### config.mk
export PLATFORM = sky130hd
export DESIGN_NAME = aogc_top
export DESIGN_NICKNAME = d
export VERILOG_FILES = /design/src/rtl/aogc_pkg.sv /design/src/rtl/aogc_axis_cal.sv /design/src/rtl/aogc_top.sv
export SDC_FILE = /design/constraint.sdc
export NUM_CORES = 1
export LEC_CHECK = 0
export BUFFER_PORTS_ARGS = -buffer_cell sky130_fd_sc_hd__buf_2
export CORE_MARGIN = 5
export CORE_UTILIZATION = 50
export CTS_CLUSTER_SIZE = 20
export DETAILED_ROUTE_END_ITERATION = 6
export PLACE_DENSITY_LB_ADDON = 0.15
export SLEW_MARGIN = 20
export SYNTH_ARGS = -nofsm -noshare
export SYNTH_HDL_FRONTEND = slang
export SYNTH_HIERARCHICAL = 1
export SYNTH_SLANG_ARGS = --single-unit
### constraint.sdc
create_clock -name clk -period 8.1 [get_ports clk]
set_input_delay 0.81 -clock clk [delete_from_list [all_inputs] [get_ports clk]]
set_output_delay 0.81 -clock clk [all_outputs]
set_load 0.02 [all_outputs]
### src/rtl/aogc_pkg.sv
// Shared constants, register indices and carrier types of the calibration bank
package aogc_pkg;

  // ----------------------------------------------------------------
  // Widths
  // ----------------------------------------------------------------
  localparam int DATA_W = 32;
  localparam int BYTE_W = 8;
  localparam int OFF_W = 15;
  localparam int GAIN_W = 9;
  localparam int IDX_W = 8;
  // Gain of 256 is unity, so the product is shifted down by eight
  localparam int GAIN_SHIFT = 8;

  // ----------------------------------------------------------------
  // Register indices (byte address is four times the index)
  // ----------------------------------------------------------------
  localparam logic [IDX_W-1:0] IDX_X_OFF_LO = 8'h2a;
  localparam logic [IDX_W-1:0] IDX_X_OFF_HI = 8'h2b;
  localparam logic [IDX_W-1:0] IDX_Y_OFF_LO = 8'h2c;
  localparam logic [IDX_W-1:0] IDX_Y_OFF_HI = 8'h2d;
  localparam logic [IDX_W-1:0] IDX_Z_OFF_LO = 8'h2e;
  localparam logic [IDX_W-1:0] IDX_Z_OFF_HI = 8'h2f;
  localparam logic [IDX_W-1:0] IDX_X_GAIN_LO = 8'h30;
  localparam logic [IDX_W-1:0] IDX_Y_GAIN_LO = 8'h31;
  localparam logic [IDX_W-1:0] IDX_Z_GAIN_LO = 8'h32;
  localparam logic [IDX_W-1:0] IDX_CAL_CTRL = 8'h40;
  localparam logic [IDX_W-1:0] IDX_OUT_X = 8'h41;
  localparam logic [IDX_W-1:0] IDX_OUT_Y = 8'h42;
  localparam logic [IDX_W-1:0] IDX_OUT_Z = 8'h43;

  // ----------------------------------------------------------------
  // Field positions inside the shared high byte, the control register and the bus address
  // ----------------------------------------------------------------
  localparam int HI_OFF_BITS = 7;
  localparam int GAIN_MSB_POS = 7;
  localparam int RELOAD_BIT = 0;
  localparam int ADDR_LSB = 2;

  // Calibration set of all three axes
  typedef struct packed {
    logic [OFF_W-1:0] x_off;
    logic [OFF_W-1:0] y_off;
    logic [OFF_W-1:0] z_off;
    logic [GAIN_W-1:0] x_gain;
    logic [GAIN_W-1:0] y_gain;
    logic [GAIN_W-1:0] z_gain;
  } aogc_cal_t;

endpackage : aogc_pkg

### src/rtl/aogc_axis_cal.sv
// One axis of the calibration path: offset add, gain scale, saturate
`timescale 1ns/1ps

module aogc_axis_cal #(
  parameter int IN_W = 14,
  parameter int OUT_W = 16
) (
  input wire logic clk,
  input wire logic sys_rst,
  input wire logic ce,
  input wire logic in_valid,
  input wire logic signed [IN_W-1:0] in_data,
  input wire logic signed [aogc_pkg::OFF_W-1:0] offset,
  input wire logic [aogc_pkg::GAIN_W-1:0] gain,
  output logic out_valid,
  output logic signed [OUT_W-1:0] out_data
);

  localparam int SUM_W = ((IN_W > aogc_pkg::OFF_W) ? IN_W : aogc_pkg::OFF_W) + 1;
  localparam int PROD_W = SUM_W + aogc_pkg::GAIN_W + 1;
  localparam logic signed [PROD_W-1:0] SAT_HI = PROD_W'((64'sd1 <<< (OUT_W - 1)) - 64'sd1);
  localparam logic signed [PROD_W-1:0] SAT_LO = -SAT_HI - PROD_W'(64'sd1);

  // ----------------------------------------------------------------
  // Arithmetic
  // ----------------------------------------------------------------
  // Offset first, then gain; the extra sum bit keeps the add exact
  wire logic signed [SUM_W-1:0] sum = SUM_W'(in_data) + SUM_W'(offset);
  wire logic signed [PROD_W-1:0] gain_s = PROD_W'(signed'({1'b0, gain}));
  wire logic signed [PROD_W-1:0] prod = PROD_W'(sum) * gain_s;
  wire logic signed [PROD_W-1:0] scaled = prod >>> aogc_pkg::GAIN_SHIFT;
  // Clamp rather than wrap, so a large gain cannot flip the sign
  wire logic signed [OUT_W-1:0] next_out = (scaled > SAT_HI) ? OUT_W'(SAT_HI) :
                                           (scaled < SAT_LO) ? OUT_W'(SAT_LO) :
                                           OUT_W'(scaled);

  // Result register
  always_ff @(posedge clk) begin
    if (sys_rst) begin
      out_valid <= 1'b0;
      out_data <= '0;
    end else if (ce) begin
      out_valid <= in_valid;
      if (in_valid) out_data <= next_out;
    end
  end

endmodule : aogc_axis_cal

### src/rtl/aogc_top.sv
// APB calibration register bank feeding the three-axis sample path
`timescale 1ns/1ps

module aogc_top #(
  parameter int PADDR_W = 12,
  parameter int IN_W = 14,
  parameter int OUT_W = 16
) (
  input wire logic clk,
  input wire logic sys_rst,
  input wire logic ce,
  input wire logic psel,
  input wire logic penable,
  input wire logic pwrite,
  input wire logic [PADDR_W-1:0] paddr,
  input wire logic [aogc_pkg::DATA_W-1:0] pwdata,
  input wire logic [3:0] pstrb,
  output logic [aogc_pkg::DATA_W-1:0] prdata,
  output logic pready,
  output logic pslverr,
  input wire aogc_pkg::aogc_cal_t factory_cal,
  input wire logic raw_valid,
  input wire logic signed [IN_W-1:0] raw_x,
  input wire logic signed [IN_W-1:0] raw_y,
  input wire logic signed [IN_W-1:0] raw_z,
  output logic out_valid,
  output logic signed [OUT_W-1:0] out_x,
  output logic signed [OUT_W-1:0] out_y,
  output logic signed [OUT_W-1:0] out_z
);

  localparam int IDX_HI = aogc_pkg::ADDR_LSB + aogc_pkg::IDX_W;

  // ----------------------------------------------------------------
  // APB decode
  // ----------------------------------------------------------------
  logic ack_q;
  aogc_pkg::aogc_cal_t cal;
  aogc_pkg::aogc_cal_t next_cal;

  // Index comes from the word address; the lane bits and upper bits must be zero
  wire logic access = psel && penable;
  wire logic [aogc_pkg::IDX_W-1:0] reg_idx = paddr[IDX_HI-1:aogc_pkg::ADDR_LSB];
  wire logic addr_clean = (paddr[PADDR_W-1:IDX_HI] == '0) &&
                          (paddr[aogc_pkg::ADDR_LSB-1:0] == '0);
  wire logic hit_xol = addr_clean && (reg_idx == aogc_pkg::IDX_X_OFF_LO);
  wire logic hit_xoh = addr_clean && (reg_idx == aogc_pkg::IDX_X_OFF_HI);
  wire logic hit_yol = addr_clean && (reg_idx == aogc_pkg::IDX_Y_OFF_LO);
  wire logic hit_yoh = addr_clean && (reg_idx == aogc_pkg::IDX_Y_OFF_HI);
  wire logic hit_zol = addr_clean && (reg_idx == aogc_pkg::IDX_Z_OFF_LO);
  wire logic hit_zoh = addr_clean && (reg_idx == aogc_pkg::IDX_Z_OFF_HI);
  wire logic hit_xg = addr_clean && (reg_idx == aogc_pkg::IDX_X_GAIN_LO);
  wire logic hit_yg = addr_clean && (reg_idx == aogc_pkg::IDX_Y_GAIN_LO);
  wire logic hit_zg = addr_clean && (reg_idx == aogc_pkg::IDX_Z_GAIN_LO);
  wire logic hit_ctrl = addr_clean && (reg_idx == aogc_pkg::IDX_CAL_CTRL);
  wire logic hit_ox = addr_clean && (reg_idx == aogc_pkg::IDX_OUT_X);
  wire logic hit_oy = addr_clean && (reg_idx == aogc_pkg::IDX_OUT_Y);
  wire logic hit_oz = addr_clean && (reg_idx == aogc_pkg::IDX_OUT_Z);
  wire logic hit_cal = hit_xol || hit_xoh || hit_yol || hit_yoh || hit_zol ||
                       hit_zoh || hit_xg || hit_yg || hit_zg;
  wire logic mapped = hit_cal || hit_ctrl || hit_ox || hit_oy || hit_oz;

  // One wait state: read data is captured in the first access cycle.
  // ce enters pready so that a frozen block never completes a transfer.
  assign pready = access && ack_q && ce;
  assign pslverr = pready && !mapped;

  // Write fires only at the completing edge, low byte lane enabled
  wire logic wr_fire = pready && pwrite && mapped && pstrb[0];
  wire logic rd_cap = access && !ack_q && !pwrite && ce;
  wire logic [aogc_pkg::BYTE_W-1:0] wbyte = pwdata[aogc_pkg::BYTE_W-1:0];
  wire logic [aogc_pkg::HI_OFF_BITS-1:0] whi = pwdata[aogc_pkg::HI_OFF_BITS-1:0];
  wire logic wmsb = pwdata[aogc_pkg::GAIN_MSB_POS];
  // Reload restores the factory set without a full reset
  wire logic reload = wr_fire && hit_ctrl && pwdata[aogc_pkg::RELOAD_BIT];

  // Wait-state flag
  always_ff @(posedge clk) begin
    if (sys_rst) ack_q <= 1'b0;
    else if (ce) ack_q <= access && !ack_q;
  end

  // ----------------------------------------------------------------
  // Calibration registers
  // ----------------------------------------------------------------
  // Next calibration set; reload and writes never hit the same cycle
  always_comb begin
    next_cal = cal;
    if (reload) begin
      next_cal = factory_cal;
    end else if (wr_fire) begin
      if (hit_xol) next_cal.x_off[aogc_pkg::BYTE_W-1:0] = wbyte;
      if (hit_xoh) next_cal.x_off[aogc_pkg::OFF_W-1:aogc_pkg::BYTE_W] = whi;
      if (hit_yol) next_cal.y_off[aogc_pkg::BYTE_W-1:0] = wbyte;
      if (hit_yoh) next_cal.y_off[aogc_pkg::OFF_W-1:aogc_pkg::BYTE_W] = whi;
      // Z offset split over two bytes
      if (hit_zol) next_cal.z_off[aogc_pkg::BYTE_W-1:0] = wbyte;
      if (hit_zoh) next_cal.z_off[aogc_pkg::OFF_W-1:aogc_pkg::BYTE_W] = whi;
      // X gain top bit rides in the offset high byte
      if (hit_xoh) next_cal.x_gain[aogc_pkg::GAIN_W-1] = wmsb;
      if (hit_xg) next_cal.x_gain[aogc_pkg::BYTE_W-1:0] = wbyte;
      // Y gain top bit and low byte
      if (hit_yoh) next_cal.y_gain[aogc_pkg::GAIN_W-1] = wmsb;
      if (hit_yg) next_cal.y_gain[aogc_pkg::BYTE_W-1:0] = wbyte;
      // Z gain top bit in bit 7 of the Z high byte
      if (hit_zoh) next_cal.z_gain[aogc_pkg::GAIN_W-1] = wmsb;
      if (hit_zg) next_cal.z_gain[aogc_pkg::BYTE_W-1:0] = wbyte;
    end
  end

  // Factory set taken at reset; a sync reset may sample the port
  always_ff @(posedge clk) begin
    if (sys_rst) cal <= factory_cal;
    else if (ce) cal <= next_cal;
  end

  // ----------------------------------------------------------------
  // Read path
  // ----------------------------------------------------------------
  // Calibration bytes are write only and read back as zero
  wire logic [aogc_pkg::DATA_W-1:0] rd_mux =
    hit_ox ? aogc_pkg::DATA_W'({1'b0, out_x}) & ((aogc_pkg::DATA_W'(1) << OUT_W) - 1) :
    hit_oy ? aogc_pkg::DATA_W'({1'b0, out_y}) & ((aogc_pkg::DATA_W'(1) << OUT_W) - 1) :
    hit_oz ? aogc_pkg::DATA_W'({1'b0, out_z}) & ((aogc_pkg::DATA_W'(1) << OUT_W) - 1) :
    '0;

  // Read data register, loaded in the first access cycle
  always_ff @(posedge clk) begin
    if (sys_rst) prdata <= '0;
    else if (rd_cap) prdata <= rd_mux;
  end

  // ----------------------------------------------------------------
  // Sample path
  // ----------------------------------------------------------------
  logic vld_x;
  logic vld_y;
  logic vld_z;

  aogc_axis_cal #(.IN_W(IN_W), .OUT_W(OUT_W)) u_cal_x (
    .clk(clk),
    .sys_rst(sys_rst),
    .ce(ce),
    .in_valid(raw_valid),
    .in_data(raw_x),
    .offset(signed'(cal.x_off)),
    .gain(cal.x_gain),
    .out_valid(vld_x),
    .out_data(out_x)
  );

  // Gain enters each axis as an unsigned 9-bit factor
  aogc_axis_cal #(.IN_W(IN_W), .OUT_W(OUT_W)) u_cal_y (
    .clk(clk),
    .sys_rst(sys_rst),
    .ce(ce),
    .in_valid(raw_valid),
    .in_data(raw_y),
    .offset(signed'(cal.y_off)),
    .gain(cal.y_gain),
    .out_valid(vld_y),
    .out_data(out_y)
  );

  // Z offset added before the result reaches the output registers
  aogc_axis_cal #(.IN_W(IN_W), .OUT_W(OUT_W)) u_cal_z (
    .clk(clk),
    .sys_rst(sys_rst),
    .ce(ce),
    .in_valid(raw_valid),
    .in_data(raw_z),
    .offset(signed'(cal.z_off)),
    .gain(cal.z_gain),
    .out_valid(vld_z),
    .out_data(out_z)
  );

  // All lanes share one valid; the others are equal by construction
  assign out_valid = vld_x && vld_y && vld_z;

  // ----------------------------------------------------------------
  // Assertions
  // ----------------------------------------------------------------
  // Helper: expected Z result at unity gain, no clamp reached
  localparam logic [aogc_pkg::GAIN_W-1:0] UNITY = aogc_pkg::GAIN_W'(1 << aogc_pkg::GAIN_SHIFT);
  wire logic signed [OUT_W:0] z_exp = (OUT_W + 1)'(raw_z) + (OUT_W + 1)'(signed'(cal.z_off));
  wire logic z_fits = (z_exp[OUT_W] == z_exp[OUT_W-1]);

  // Short names for the field edges used below
  localparam int BW = aogc_pkg::BYTE_W;
  localparam int OW = aogc_pkg::OFF_W;
  localparam int GW = aogc_pkg::GAIN_W;

  // Helper: X sum before scaling; its sign must survive an unsigned gain
  wire logic signed [OUT_W:0] x_sum = (OUT_W + 1)'(raw_x) + (OUT_W + 1)'(signed'(cal.x_off));
endmodule : aogc_top

==> results.tsv, run 1 <==
stage	metric	value	unit
setup_path	capture instance of the worst register-to-register path	u_cal_y/out_data[5]	
logic_synthesis	Seq cells post-synth	140	
finish	area of the multi-input gates	18900	um^2
worst_hold_path	capture endpoint of the worst hold path	u_cal_y/out_valid	
worst_hold_path	count of cells along the worst hold path	2	
cts	number of H-tree levels	4	
detailed_routing	total via count after detailed routing	19800	
setup_path	slowest library cell on the worst path	sky130_fd_sc_hd__fa_1	
setup_path	register-to-register setup slack	0.40	ns
floorplan	area of the die	54000	um^2
setup_path	CP Capture Type	register	
cts	clock insertion delay at the later pin of the skew report	0.49	ns
setup_path	maximum fanout along the worst path	14	
finish	nets	3770	
detailed_routing	wirelength, routed	69.6	mm
finish	non-filler cells, final	3706	
grt	overall track demand over capacity in global routing	26.7	%
grt	maximum number of pins on one net before global-route repair	49	
floorplan	total core area	49000	um^2
logic_synthesis	Yosys top cell area share	29.7	%
setup_path	Top Family by Delay on Critical Path	adder cells	
sta	measured slew at the worst slew-check pin	1.18	ns
detailed_routing	wire length the detailed router placed on met1	29.3	mm
sta	final setup violation count	0	
setup_path	Worst path max stage delay	0.56	ns
cts	Max Root-Sink Buffers	2	
setup_path	Reg-to-Reg Start	cal[42]	
detailed_routing	DRC	0	
detailed_routing	wire length per cell after detailed routing	18.8	um
sta	clk_skew	0.0181	ns
detailed_routing	DR top layer	met5	
detailed_routing	DR WL met3	4.51	mm
setup_path	arrival time of data at the critical path endpoint	8.15	ns
sta	number of pins with negative max-slew slack in the final report	0	
grt	first-pass GRT wire length	114	mm
finish	layout-stage area growth over the synthesis result	14.7	%
cts	post-cts hold buffer count	0	
floorplan	die outline height	232	um
placement	half-perimeter wire length of the detailed placement result	57.9	mm
setup_path	kind of launch point of the worst setup path	input port	
detailed_routing	Avg Vias per Cell	5.36	
sta	shortest period the worst path allows	7.76	ns
floorplan	Horiz. Die Dim	232	um
cts	clock tree from TritonCTS	built	
logic_synthesis	Post-Syn Area	24700	um^2
cts	number of buffers created by CTS	17	
detailed_routing	initial drt markers	1155	
sta	headroom to the max-slew limit	21.6	%
floorplan	initial core utilization	50.5	%
placement	Final Wtd Congestion	0.906	
logic_synthesis	Unique masters post-synth	102	
setup_path	data required time of the worst path	8.49	ns
setup_path	depth of the worst register-to-register path	33	
worst_hold_path	path class of the lowest-slack min-delay path	register to register	
setup_path	most frequent cell on the critical path	sky130_fd_sc_hd__fa_1	
placement	# port buffers	208	
finish	final core area utilization	57.9	%
setup_path	critical path type	input port to register	
detailed_routing	Pre-antenna DRT Iters	7	
logic_synthesis	largest area contributor in the synthesized netlist	sky130_fd_sc_hd__fa_1	
worst_hold_path	hold path startpoint	u_cal_y/out_valid	
cts	clock transition at the registers of the reported paths	0.07	ns
logic_synthesis	commonest register cell after synthesis	sky130_fd_sc_hd__edfxtp_1	
floorplan	# IOs	252	
cts	number of sinks handled by clock tree synthesis	140	
run	Max Cap Viol	0	
setup_path	crit path buf inv count	8	
logic_synthesis	average cell area after synthesis	9.21	um^2
logic_synthesis	main area contributors after synthesis	sky130_fd_sc_hd__fa_1 (30%), sky130_fd_sc_hd__ha_1 (11%), sky130_fd_sc_hd__edfxtp_1 (8.8%)	
sta	max frequency	129	MHz
placement	post-placement cell count	3664	
detailed_routing	antenna viol nets, final	0	
logic_synthesis	Post-Synthesis Cells	2681	
finish	layout cell share with drive strength beyond 1	19.9	%
cts	CTS root buffer	sky130_fd_sc_hd__clkbuf_16	
detailed_routing	routed length on met2	33.3	mm
grt	initial antenna violation count	4	
floorplan	number of placement rows	81	
grt	via count of the first global-routing pass	21600	
logic_synthesis	number of enable-type register cells in the synthesized netlist	72	
sta	Fin. Hold Viols	0	
grt	global route overflow	0	
sta	worst-case hold slack	0.474	ns
finish	total of fill cells in the finished design	4402	
sta	share of the cycle needed by the critical path after routing	95.8	%
finish	register area	3520	um^2
logic_synthesis	YS warnings	6	
logic_synthesis	share of flip-flops with an asynchronous set or reset after synthesis	0	%
run_status	result of the run	finished, final reports clean	
logic_synthesis	post-synthesis sequential area ratio	14.3	%
sta	setup total negative slack	0	ns
## flip-flops by register name, summed over array words and instances, names as in the netlist
register           flops
u_cal_y/out_data      16
u_cal_z/out_valid      1
u_cal_x/out_data      16
cal                   72
ack_q                  1
u_cal_y/out_valid      1
u_cal_z/out_data      16
u_cal_x/out_valid      1
prdata                16
## metrics by stage
stage,cell area [um^2],setup slack (ns)
3_5_place_dp,27600,-0.539
3_3_place_gp,27500,-0.406
4_1_cts,28200,0.0211
2_1_floorplan,24800,0.00963
6_report,28300,0.339
5_1_grt,28300,-0.0249
## area by class of cell
cell class                      count  share of cell area [%]
Clock inverter                     12                   0.393
Multi-Input combinational cell   1951                    66.5
Inverter                          505                    6.69
Sequential cell                   140                    12.4
Clock buffer                       20                    1.73
Timing Repair Buffer              410                    9.27
Tap cell                          664                    2.93
Antenna cell                        4                  0.0353
## tightest hold or removal path: stages (launching register included)
cell and delay [ns]:
sky130_fd_sc_hd__dfxtp_1 0.31, sky130_fd_sc_hd__nand2b_1 0.06, sky130_fd_sc_hd__a21oi_1 0.06
## placed cells by master (no fill, tap or decap), types with 74 or more instances in the layout
cell type                 instances
sky130_fd_sc_hd__xnor2_1         74
sky130_fd_sc_hd__a21o_1          89
sky130_fd_sc_hd__buf_4          197
sky130_fd_sc_hd__buf_2          207
sky130_fd_sc_hd__nand2_1        271
sky130_fd_sc_hd__nor2_1         120
sky130_fd_sc_hd__inv_1          504
sky130_fd_sc_hd__a21oi_1         74
sky130_fd_sc_hd__fa_1           366
sky130_fd_sc_hd__ha_1           210
sky130_fd_sc_hd__and2_1         169
## synth_stat cells (32+ instances only)
master and count:
sky130_fd_sc_hd__dfxtp_1 68, sky130_fd_sc_hd__a211oi_2 32, sky130_fd_sc_hd__nand2b_1 32, sky130_fd_sc_hd__xnor2_1 75
sky130_fd_sc_hd__clkbuf_1 50, sky130_fd_sc_hd__edfxtp_1 72, sky130_fd_sc_hd__inv_1 504, sky130_fd_sc_hd__ha_1 210
sky130_fd_sc_hd__a21oi_1 75, sky130_fd_sc_hd__nor2_1 120, sky130_fd_sc_hd__fa_1 366, sky130_fd_sc_hd__a21o_1 90
sky130_fd_sc_hd__nand2_1 271, sky130_fd_sc_hd__and2_1 169, sky130_fd_sc_hd__o21ai_0 59
## worst max path at each step
stage,startpoint,endpoint,slack [ns],cells after the start
global placement,raw_z[0],u_cal_z/out_data[10],-0.41,32
global route,raw_z[0],u_cal_z/out_data[9],-0.02,37
finish,raw_y[0],u_cal_y/out_data[5],0.34,34
floorplan,raw_y[0],u_cal_y/out_data[0],0.01,31
CTS,raw_y[0],u_cal_y/out_data[5],0.02,32
detailed placement,raw_y[0],u_cal_y/out_data[5],-0.54,32
## cell families after synthesis
family / Yosys count / synth area share, %
AND/OR/NAND/NOR: 776 / 16.2
other: 1 / 0.0152
XOR/XNOR: 96 / 3.52
multiplexers: 36 / 1.64
flip-flops: 140 / 14.3
AO/OA/AOI/OAI: 451 / 13.9
adder cells (fa/ha/maj): 576 / 40.3
buffers and inverters: 605 / 10.2
## routing by layer
layer | vias up | track usage (%)
met3 | 96 | 5.70
li1 | 9306 | -
met1 | 9942 | 33.8
met5 | - | 0
met2 | 503 | 45.5
met4 | 2 | 9.49
## what timing repair did
item	CTS	global route
buffers inserted	1	5
setup endpoints to repair	11	48
pin swaps	2	17
resized for setup	1	20
Power of run 1 is left out: the tool's default activity adds up to more than one toggle a clock period on the data nets, which glitch-free logic cannot reach.
==> run 2: changes to the inputs <==
Settings changed: ABC_AREA from default to 1.
==> run 2 against run 1 <==
  * Sequential share of layout area up 0.30 points
  * Worst setup slack better by 0.41 ns
  * Critical path depth unchanged
  * Non-clock buffer count down 188
  * Global-route usage up 0.071 points
  * Cell area down 2.4%
  * Via count up 11%
  * Critical path type unchanged
==> results.tsv, run 2 <==
stage	metric	value	unit	change
run_status	result of the run	finished, final reports clean		
finish	layout cell share with drive strength beyond 1	12.1	%	-7.8 points
finish	total of fill cells in the finished design	4871		+11%
setup_path	depth of the worst register-to-register path	33		unchanged
grt	initial antenna violation count	6		+2
floorplan	initial core utilization	50.7	%	+0.25 points
worst_hold_path	capture endpoint of the worst hold path	u_cal_z/out_valid		
setup_path	critical path type	input port to register		
detailed_routing	wirelength, routed	74.3	mm	+6.8%
run	Max Cap Viol	0		unchanged
detailed_routing	Pre-antenna DRT Iters	5		-2
logic_synthesis	largest area contributor in the synthesized netlist	sky130_fd_sc_hd__fa_1		
logic_synthesis	YS warnings	6		unchanged
sta	shortest period the worst path allows	7.35	ns	-0.407 ns
finish	number of flip-flops in the largest register	72		unchanged
grt	global route overflow	0		unchanged
cts	clock insertion delay at the later pin of the skew report	0.44	ns	-0.05 ns
detailed_routing	Avg Vias per Cell	5.23		-2.4%
finish	largest reg by FF count	cal		
logic_synthesis	Yosys top cell area share	28.7	%	-0.98 points
cts	Max Root-Sink Buffers	2		unchanged
logic_synthesis	Post-Synthesis Cells	3342		+25%
floorplan	total core area	50400	um^2	+2.9%
setup_path	Worst path max stage delay	0.51	ns	-0.05 ns
cts	post-CTS sizing	0		-1
logic_synthesis	main area contributors after synthesis	sky130_fd_sc_hd__fa_1 (29%), sky130_fd_sc_hd__inv_1 (11%), sky130_fd_sc_hd__nand2_1 (10%)		
setup_path	register-to-register setup slack	0.80	ns	+0.40 ns
logic_synthesis	Seq cells post-synth	140		unchanged
sta	headroom to the max-slew limit	29.4	%	+7.8 points
worst_hold_path	hold path startpoint	u_cal_z/out_valid		
setup_path	maximum fanout along the worst path	15		+1
cts	CTS root buffer	sky130_fd_sc_hd__clkbuf_16		
floorplan	number of placement rows	82		+1.2%
floorplan	# IOs	252		unchanged
cts	post-cts hold buffer count	0		unchanged
grt	first-pass GRT wire length	120	mm	+5.0%
worst_hold_path	path class of the lowest-slack min-delay path	register to register		
sta	setup repair after global routing missed its margin	false		
cts	clock tree from TritonCTS	built		
setup_path	capture instance of the worst register-to-register path	u_cal_z/out_data[2]		
logic_synthesis	commonest register cell after synthesis	sky130_fd_sc_hd__edfxtp_1		
finish	most common library cell in the layout ignoring fill and taps	sky130_fd_sc_hd__inv_1		
finish	commonest cells after routing, fill and taps aside	sky130_fd_sc_hd__inv_1 (734), sky130_fd_sc_hd__nand2_1 (707), sky130_fd_sc_hd__fa_1 (366)		
sta	measured slew at the worst slew-check pin	1.06	ns	-0.117 ns
setup_path	arrival time of data at the critical path endpoint	7.72	ns	-0.43 ns
cts	number of H-tree levels	4		unchanged
sta	setup total negative slack	0	ns	unchanged
logic_synthesis	Post-Syn Area	25500	um^2	+3.4%
setup_path	slowest library cell on the worst path	sky130_fd_sc_hd__fa_1		
sta	number of pins with negative max-slew slack in the final report	0		unchanged
placement	half-perimeter wire length of the detailed placement result	63.1	mm	+9.0%
setup_path	Reg-to-Reg Start	cal[27]		
detailed_routing	DRC	0		unchanged
logic_synthesis	post-synthesis sequential area ratio	13.8	%	-0.47 points
floorplan	area of the die	55700	um^2	+3.3%
finish	nets	4260		+13%
grt	via count of the first global-routing pass	22900		+6.0%
grt	overall track demand over capacity in global routing	26.8	%	+0.071 points
worst_hold_path	count of cells along the worst hold path	2		unchanged
cts	clock transition at the registers of the reported paths	0.07	ns	about the same
detailed_routing	initial drt markers	1730		+50%
cts	post-CTS setup repair buffer count	0		-1
placement	# port buffers	208		unchanged
logic_synthesis	share of flip-flops with an asynchronous set or reset after synthesis	0	%	unchanged
cts	number of buffers created by CTS	17		unchanged
placement	Final Wtd Congestion	0.982		+8.4%
sta	max frequency	136	MHz	+5.5%
detailed_routing	total via count after detailed routing	22000		+11%
finish	layout-stage area growth over the synthesis result	8.30	%	
sta	final setup violation count	0		unchanged
sta	clk_skew	0.0130	ns	-0.00510 ns
logic_synthesis	cell with the most instances after synthesis	sky130_fd_sc_hd__inv_1		
logic_synthesis	Unique masters post-synth	57		-44%
floorplan	die outline height	236	um	+1.6%
detailed_routing	antenna viol nets, final	0		unchanged
detailed_routing	wire length per cell after detailed routing	17.7	um	-5.9%
logic_synthesis	average cell area after synthesis	7.64	um^2	-17%
sta	Fin. Hold Viols	0		unchanged
cts	number of sinks handled by clock tree synthesis	140		unchanged
sta	share of the cycle needed by the critical path after routing	90.8	%	-5.0 points
grt	maximum number of pins on one net before global-route repair	83		+69%
setup_path	most frequent cell on the critical path	sky130_fd_sc_hd__nand2_1		
logic_synthesis	number of enable-type register cells in the synthesized netlist	72		unchanged
setup_path	data required time of the worst path	8.47	ns	-0.02 ns
floorplan	Horiz. Die Dim	236	um	+1.6%
setup_path	kind of launch point of the worst setup path	input port		
setup_path	CP Capture Type	register		
logic_synthesis	cell types with the highest counts after synthesis	sky130_fd_sc_hd__inv_1 (734), sky130_fd_sc_hd__nand2_1 (707), sky130_fd_sc_hd__fa_1 (366)		
[run 2: area by class of cell]
cell class / count / area (um^2) / area share (%)
antenna: 6 / 15.0 / 0.0543
clock buffer: 17 / 425 / 1.54
clock inverter: 15 / 153 / 0.552
inverter: 755 / 2830 / 10.2
multi-input combinational: 2379 / 18700 / 67.7
sequential: 140 / 3520 / 12.7
tap: 672 / 841 / 3.04
timing repair buffer: 222 / 1150 / 4.14
[run 2: kinds of logic (layout without fill, tap and decap cells)]
kind of cell,Yosys count,in the layout,share of synthesized area [%]
AO/OA/AOI/OAI,362,362,8.36
XOR/XNOR,74,74,2.57
buffers and inverters,838,1009,13.1
adder cells (fa/ha/maj),576,576,39.0
AND/OR/NAND/NOR,1351,1351,23.2
other,1,22,0.0147
flip-flops,140,140,13.8
[run 2: critical path, delay by kind of cell]
family | cells | cell delay, ns
AND/OR/NAND/NOR | 13 | 1.62
adder cells (fa/ha/maj) | 8 | 3.32
buffers and inverters | 8 | 0.74
XOR/XNOR | 1 | 0.40
AO/OA/AOI/OAI | 4 | 0.81
[run 2: worst max-delay path by stage]
stage / startpoint / to / depth (start not counted)
2_1_floorplan: raw_x[0] / u_cal_x/out_data[13] / 34
3_3_place_gp: raw_y[0] / u_cal_y/out_data[13] / 34
3_5_place_dp: raw_y[0] / u_cal_y/out_data[13] / 34
4_1_cts: raw_y[0] / u_cal_y/out_data[13] / 34
5_1_grt: cal[27] / u_cal_z/out_data[5] / 34
6_report: raw_y[0] / u_cal_y/out_data[13] / 34
[run 2: per-layer routing]
| layer | global-route usage, % | routed length (um) | vias up |
|---|---|---|---|
| li1 | - | - | 10500 |
| met1 | 35.2 | 31800 | 10600 |
| met2 | 45.4 | 35400 | 709 |
| met3 | 4.08 | 4640 | 131 |
| met4 | 9.52 | 2560 | 0 |
| met5 | 0 | 0 | - |
[run 2: per-stage QoR]
stage / util [%] / cell area, um^2 / setup slack [ns] / hold WS, ns / std cells
after floorplan: - / 25600 / 1.31 / 0.428 / 3357
after global placement: 53.7 / 27100 / 0.503 / 0.443 / 4168
after detailed placement: 53.7 / 27100 / 0.396 / 0.455 / 4168
after CTS: 54.9 / 27700 / 0.840 / 0.469 / 4200
after global routing: 54.9 / 27700 / 0.342 / 0.488 / 4205
final: 54.9 / 27700 / 0.746 / 0.476 / 4206
Power of run 2 is left out for the same reason.
==> run 3: changes to the inputs <==
Clock period 8.1 ns to 6.3 ns, I/O delays scaled along.
==> run 3 against run 2 <==
  * Largest cell class unchanged
  * Global-route usage increased by 2.6 points
  * Routed wire length increased by 9.9%
  * Worst setup slack got worse by 1.1 ns
  * Cell count increased by 11%
  * Core utilization increased by 12 points
  * Clock skew increased by 0.0088 ns
  * The run now ends with setup timing left
  * Die area unchanged
  * Hold slack got worse by 0.019 ns
  * Via count increased by 10%
  * Non-clock buffer count increased by 450
  * Clock-buffer cell count unchanged
  * Sequential share of layout area decreased by 2.2 points
==> results.tsv, run 3 (synthesis gave the netlist of run 2 again) <==
stage	metric	value	unit	change
detailed_routing	Avg Vias per Cell	5.21		-0.35%
setup_path	critical path type	register to register		
finish	largest reg by FF count	cal		
setup_path	CP Capture Type	register		
setup_path	depth of the critical timing path with buffers and inverters included	33		-2.9%
detailed_routing	antenna viol nets, final	0		unchanged
cts	post-cts hold buffer count	0		unchanged
setup_path	crit path buf inv count	8		unchanged
sta	max frequency	150	MHz	
sta	Fin. Hold Viols	0		unchanged
setup_path	capture instance of the worst register-to-register path	u_cal_x/out_data[3]		
cts	CTS root buffer	sky130_fd_sc_hd__clkbuf_16		
cts	number of sinks handled by clock tree synthesis	140		unchanged
cts	clock transition at the registers of the reported paths	0.07	ns	about the same
detailed_routing	wire length per cell after detailed routing	17.5	um	-0.75%
grt	maximum number of pins on one net before global-route repair	83		unchanged
sta	worst-case hold slack	0.457	ns	-0.0189 ns
setup_path	data required time of the worst path	6.66	ns	-1.81 ns
sta	setup repair after global routing missed its margin	true		
cts	Max Root-Sink Buffers	2		unchanged
run	Max Cap Viol	0		unchanged
detailed_routing	DRC	0		unchanged
setup_path	maximum fanout along the worst path	8		-7
setup_path	depth of the worst register-to-register path	33		unchanged
sta	measured slew at the worst slew-check pin	1.11	ns	+0.0510 ns
finish	most common library cell in the layout ignoring fill and taps	sky130_fd_sc_hd__inv_1		
cts	clock insertion delay at the later pin of the skew report	0.48	ns	+0.04 ns
setup_path	register-to-register setup slack	-0.37	ns	-1.17 ns
placement	Final Wtd Congestion	0.996		+1.4%
placement	cell area reported after detailed placement	30700	um^2	+14%
setup_path	slowest library cell on the worst path	sky130_fd_sc_hd__fa_1		
worst_hold_path	capture endpoint of the worst hold path	cal[53]		
cts	clock tree from TritonCTS	built		
detailed_routing	wirelength, routed	81.7	mm	+9.9%
setup_path	arrival time of data at the critical path endpoint	7.03	ns	-0.69 ns
detailed_routing	total via count after detailed routing	24300		+10%
setup_path	Top Family by Delay on Critical Path	adder cells		
floorplan	initial core utilization	50.7	%	unchanged
placement	post-placement cell count	4563		+9.5%
detailed_routing	Pre-antenna DRT Iters	6		+1
worst_hold_path	path class of the lowest-slack min-delay path	input port to register		
placement	setup slack after placement	-0.650	ns	-1.05 ns
run_status	violations in the final reports	setup timing		
finish	final std cell area, no fill	33500	um^2	+21%
grt	first-pass GRT wire length	132	mm	+10%
placement	# port buffers	208		unchanged
sta	final setup violation count	48		+48
floorplan	die outline height	236	um	unchanged
cts	number of buffers created by CTS	17		unchanged
placement	half-perimeter wire length of the detailed placement result	66.8	mm	+6.0%
grt	global route overflow	0		unchanged
worst_hold_path	count of cells along the worst hold path	3		+1
finish	commonest cells after routing, fill and taps aside	sky130_fd_sc_hd__inv_1 (688), sky130_fd_sc_hd__nand2_1 (589), sky130_fd_sc_hd__buf_4 (445)		
floorplan	Horiz. Die Dim	236	um	unchanged
finish	antenna diode instance count	0		-6
floorplan	total core area	50400	um^2	unchanged
setup_path	kind of launch point of the worst setup path	register		
sta	number of pins with negative max-slew slack in the final report	0		unchanged
run_status	result of the run	finished with violations		
cts	number of H-tree levels	4		unchanged
sta	share of the cycle needed by the critical path after routing	106	%	
grt	overall track demand over capacity in global routing	29.4	%	+2.6 points
floorplan	area of the die	55700	um^2	unchanged
finish	nets	4717		+11%
setup_path	Reg-to-Reg Start	cal[57]		
sta	headroom to the max-slew limit	26.0	%	-3.4 points
floorplan	number of placement rows	82		unchanged
setup_path	most frequent cell on the critical path	sky130_fd_sc_hd__fa_1		
floorplan	# IOs	252		unchanged
worst_hold_path	hold path startpoint	factory_cal[53]		
setup_path	Worst path max stage delay	0.54	ns	+0.03 ns
grt	initial antenna violation count	7		+1
sta	clk_skew	0.0219	ns	+0.00883 ns
finish	number of flip-flops in the largest register	72		unchanged
finish	non-filler cells, final	4657		+11%
grt	via count of the first global-routing pass	25600		+12%
finish	layout-stage area growth over the synthesis result	31.3	%	
detailed_routing	initial drt markers	1732		+0.12%
sta	shortest period the worst path allows	6.67	ns	
sta	setup ws final	-0.365	ns	-1.11 ns
finish	layout cell share with drive strength beyond 1	32.3	%	+20 points
run 3: through the flow:
step	utilization (%)	TNS [ns]
after global placement	61.0	-25.24
after global routing	66.6	-22.58
after floorplan	-	-2.18
after CTS	64.6	-7.80
final	66.6	-10.13
after detailed placement	61.0	-28.89
run 3: cell type report:
cell class,instances,area (um^2)
sequential,140,3520
clock inverter,15,178
fill,4206,16800
tap,672,841
clock buffer,17,425
inverter,755,2840
multi-input combinational,2386,21100
timing repair buffer,672,4620
run 3: metal layers:
layer  vias up  part of all wire (%)  global-route usage, %
li1      11400                     -                      -
met1     11800                    40                   37.1
met2       840                    49                   50.6
met3       188                   7.2                   5.70
met4        12                   3.8                   10.4
met5         -                  0.11                      0
run 3: worst reg2reg max path, delay by kind of cell (launching register included):
kind | cells | cell delay [ns]
and+or+nand+nor | 12 | 1.50
buffers and inverters | 8 | 0.71
AOI/OAI and AO/OA | 4 | 0.54
DFF | 1 | 0.45
xor gates and xnor gates | 1 | 0.15
adders and majority gates | 8 | 3.20
run 3: timing repair:
item                                    CTS  global route
cloned                                    7             0
endpoints found under the setup margin   48            48
resized for setup                       214           205
pin swaps                               150           181
setup buffers                            27            29
run 3: worst max-delay path by stage:
stage | from | to
floorplan | raw_z[0] | u_cal_z/out_data[8]
global placement | raw_x[0] | u_cal_x/out_data[8]
detailed placement | raw_z[0] | u_cal_z/out_data[12]
CTS | cal[57] | u_cal_x/out_data[8]
global route | cal[57] | u_cal_x/out_data[6]
finish | cal[57] | u_cal_x/out_data[3]
Power of run 3 is left out for the same reason.
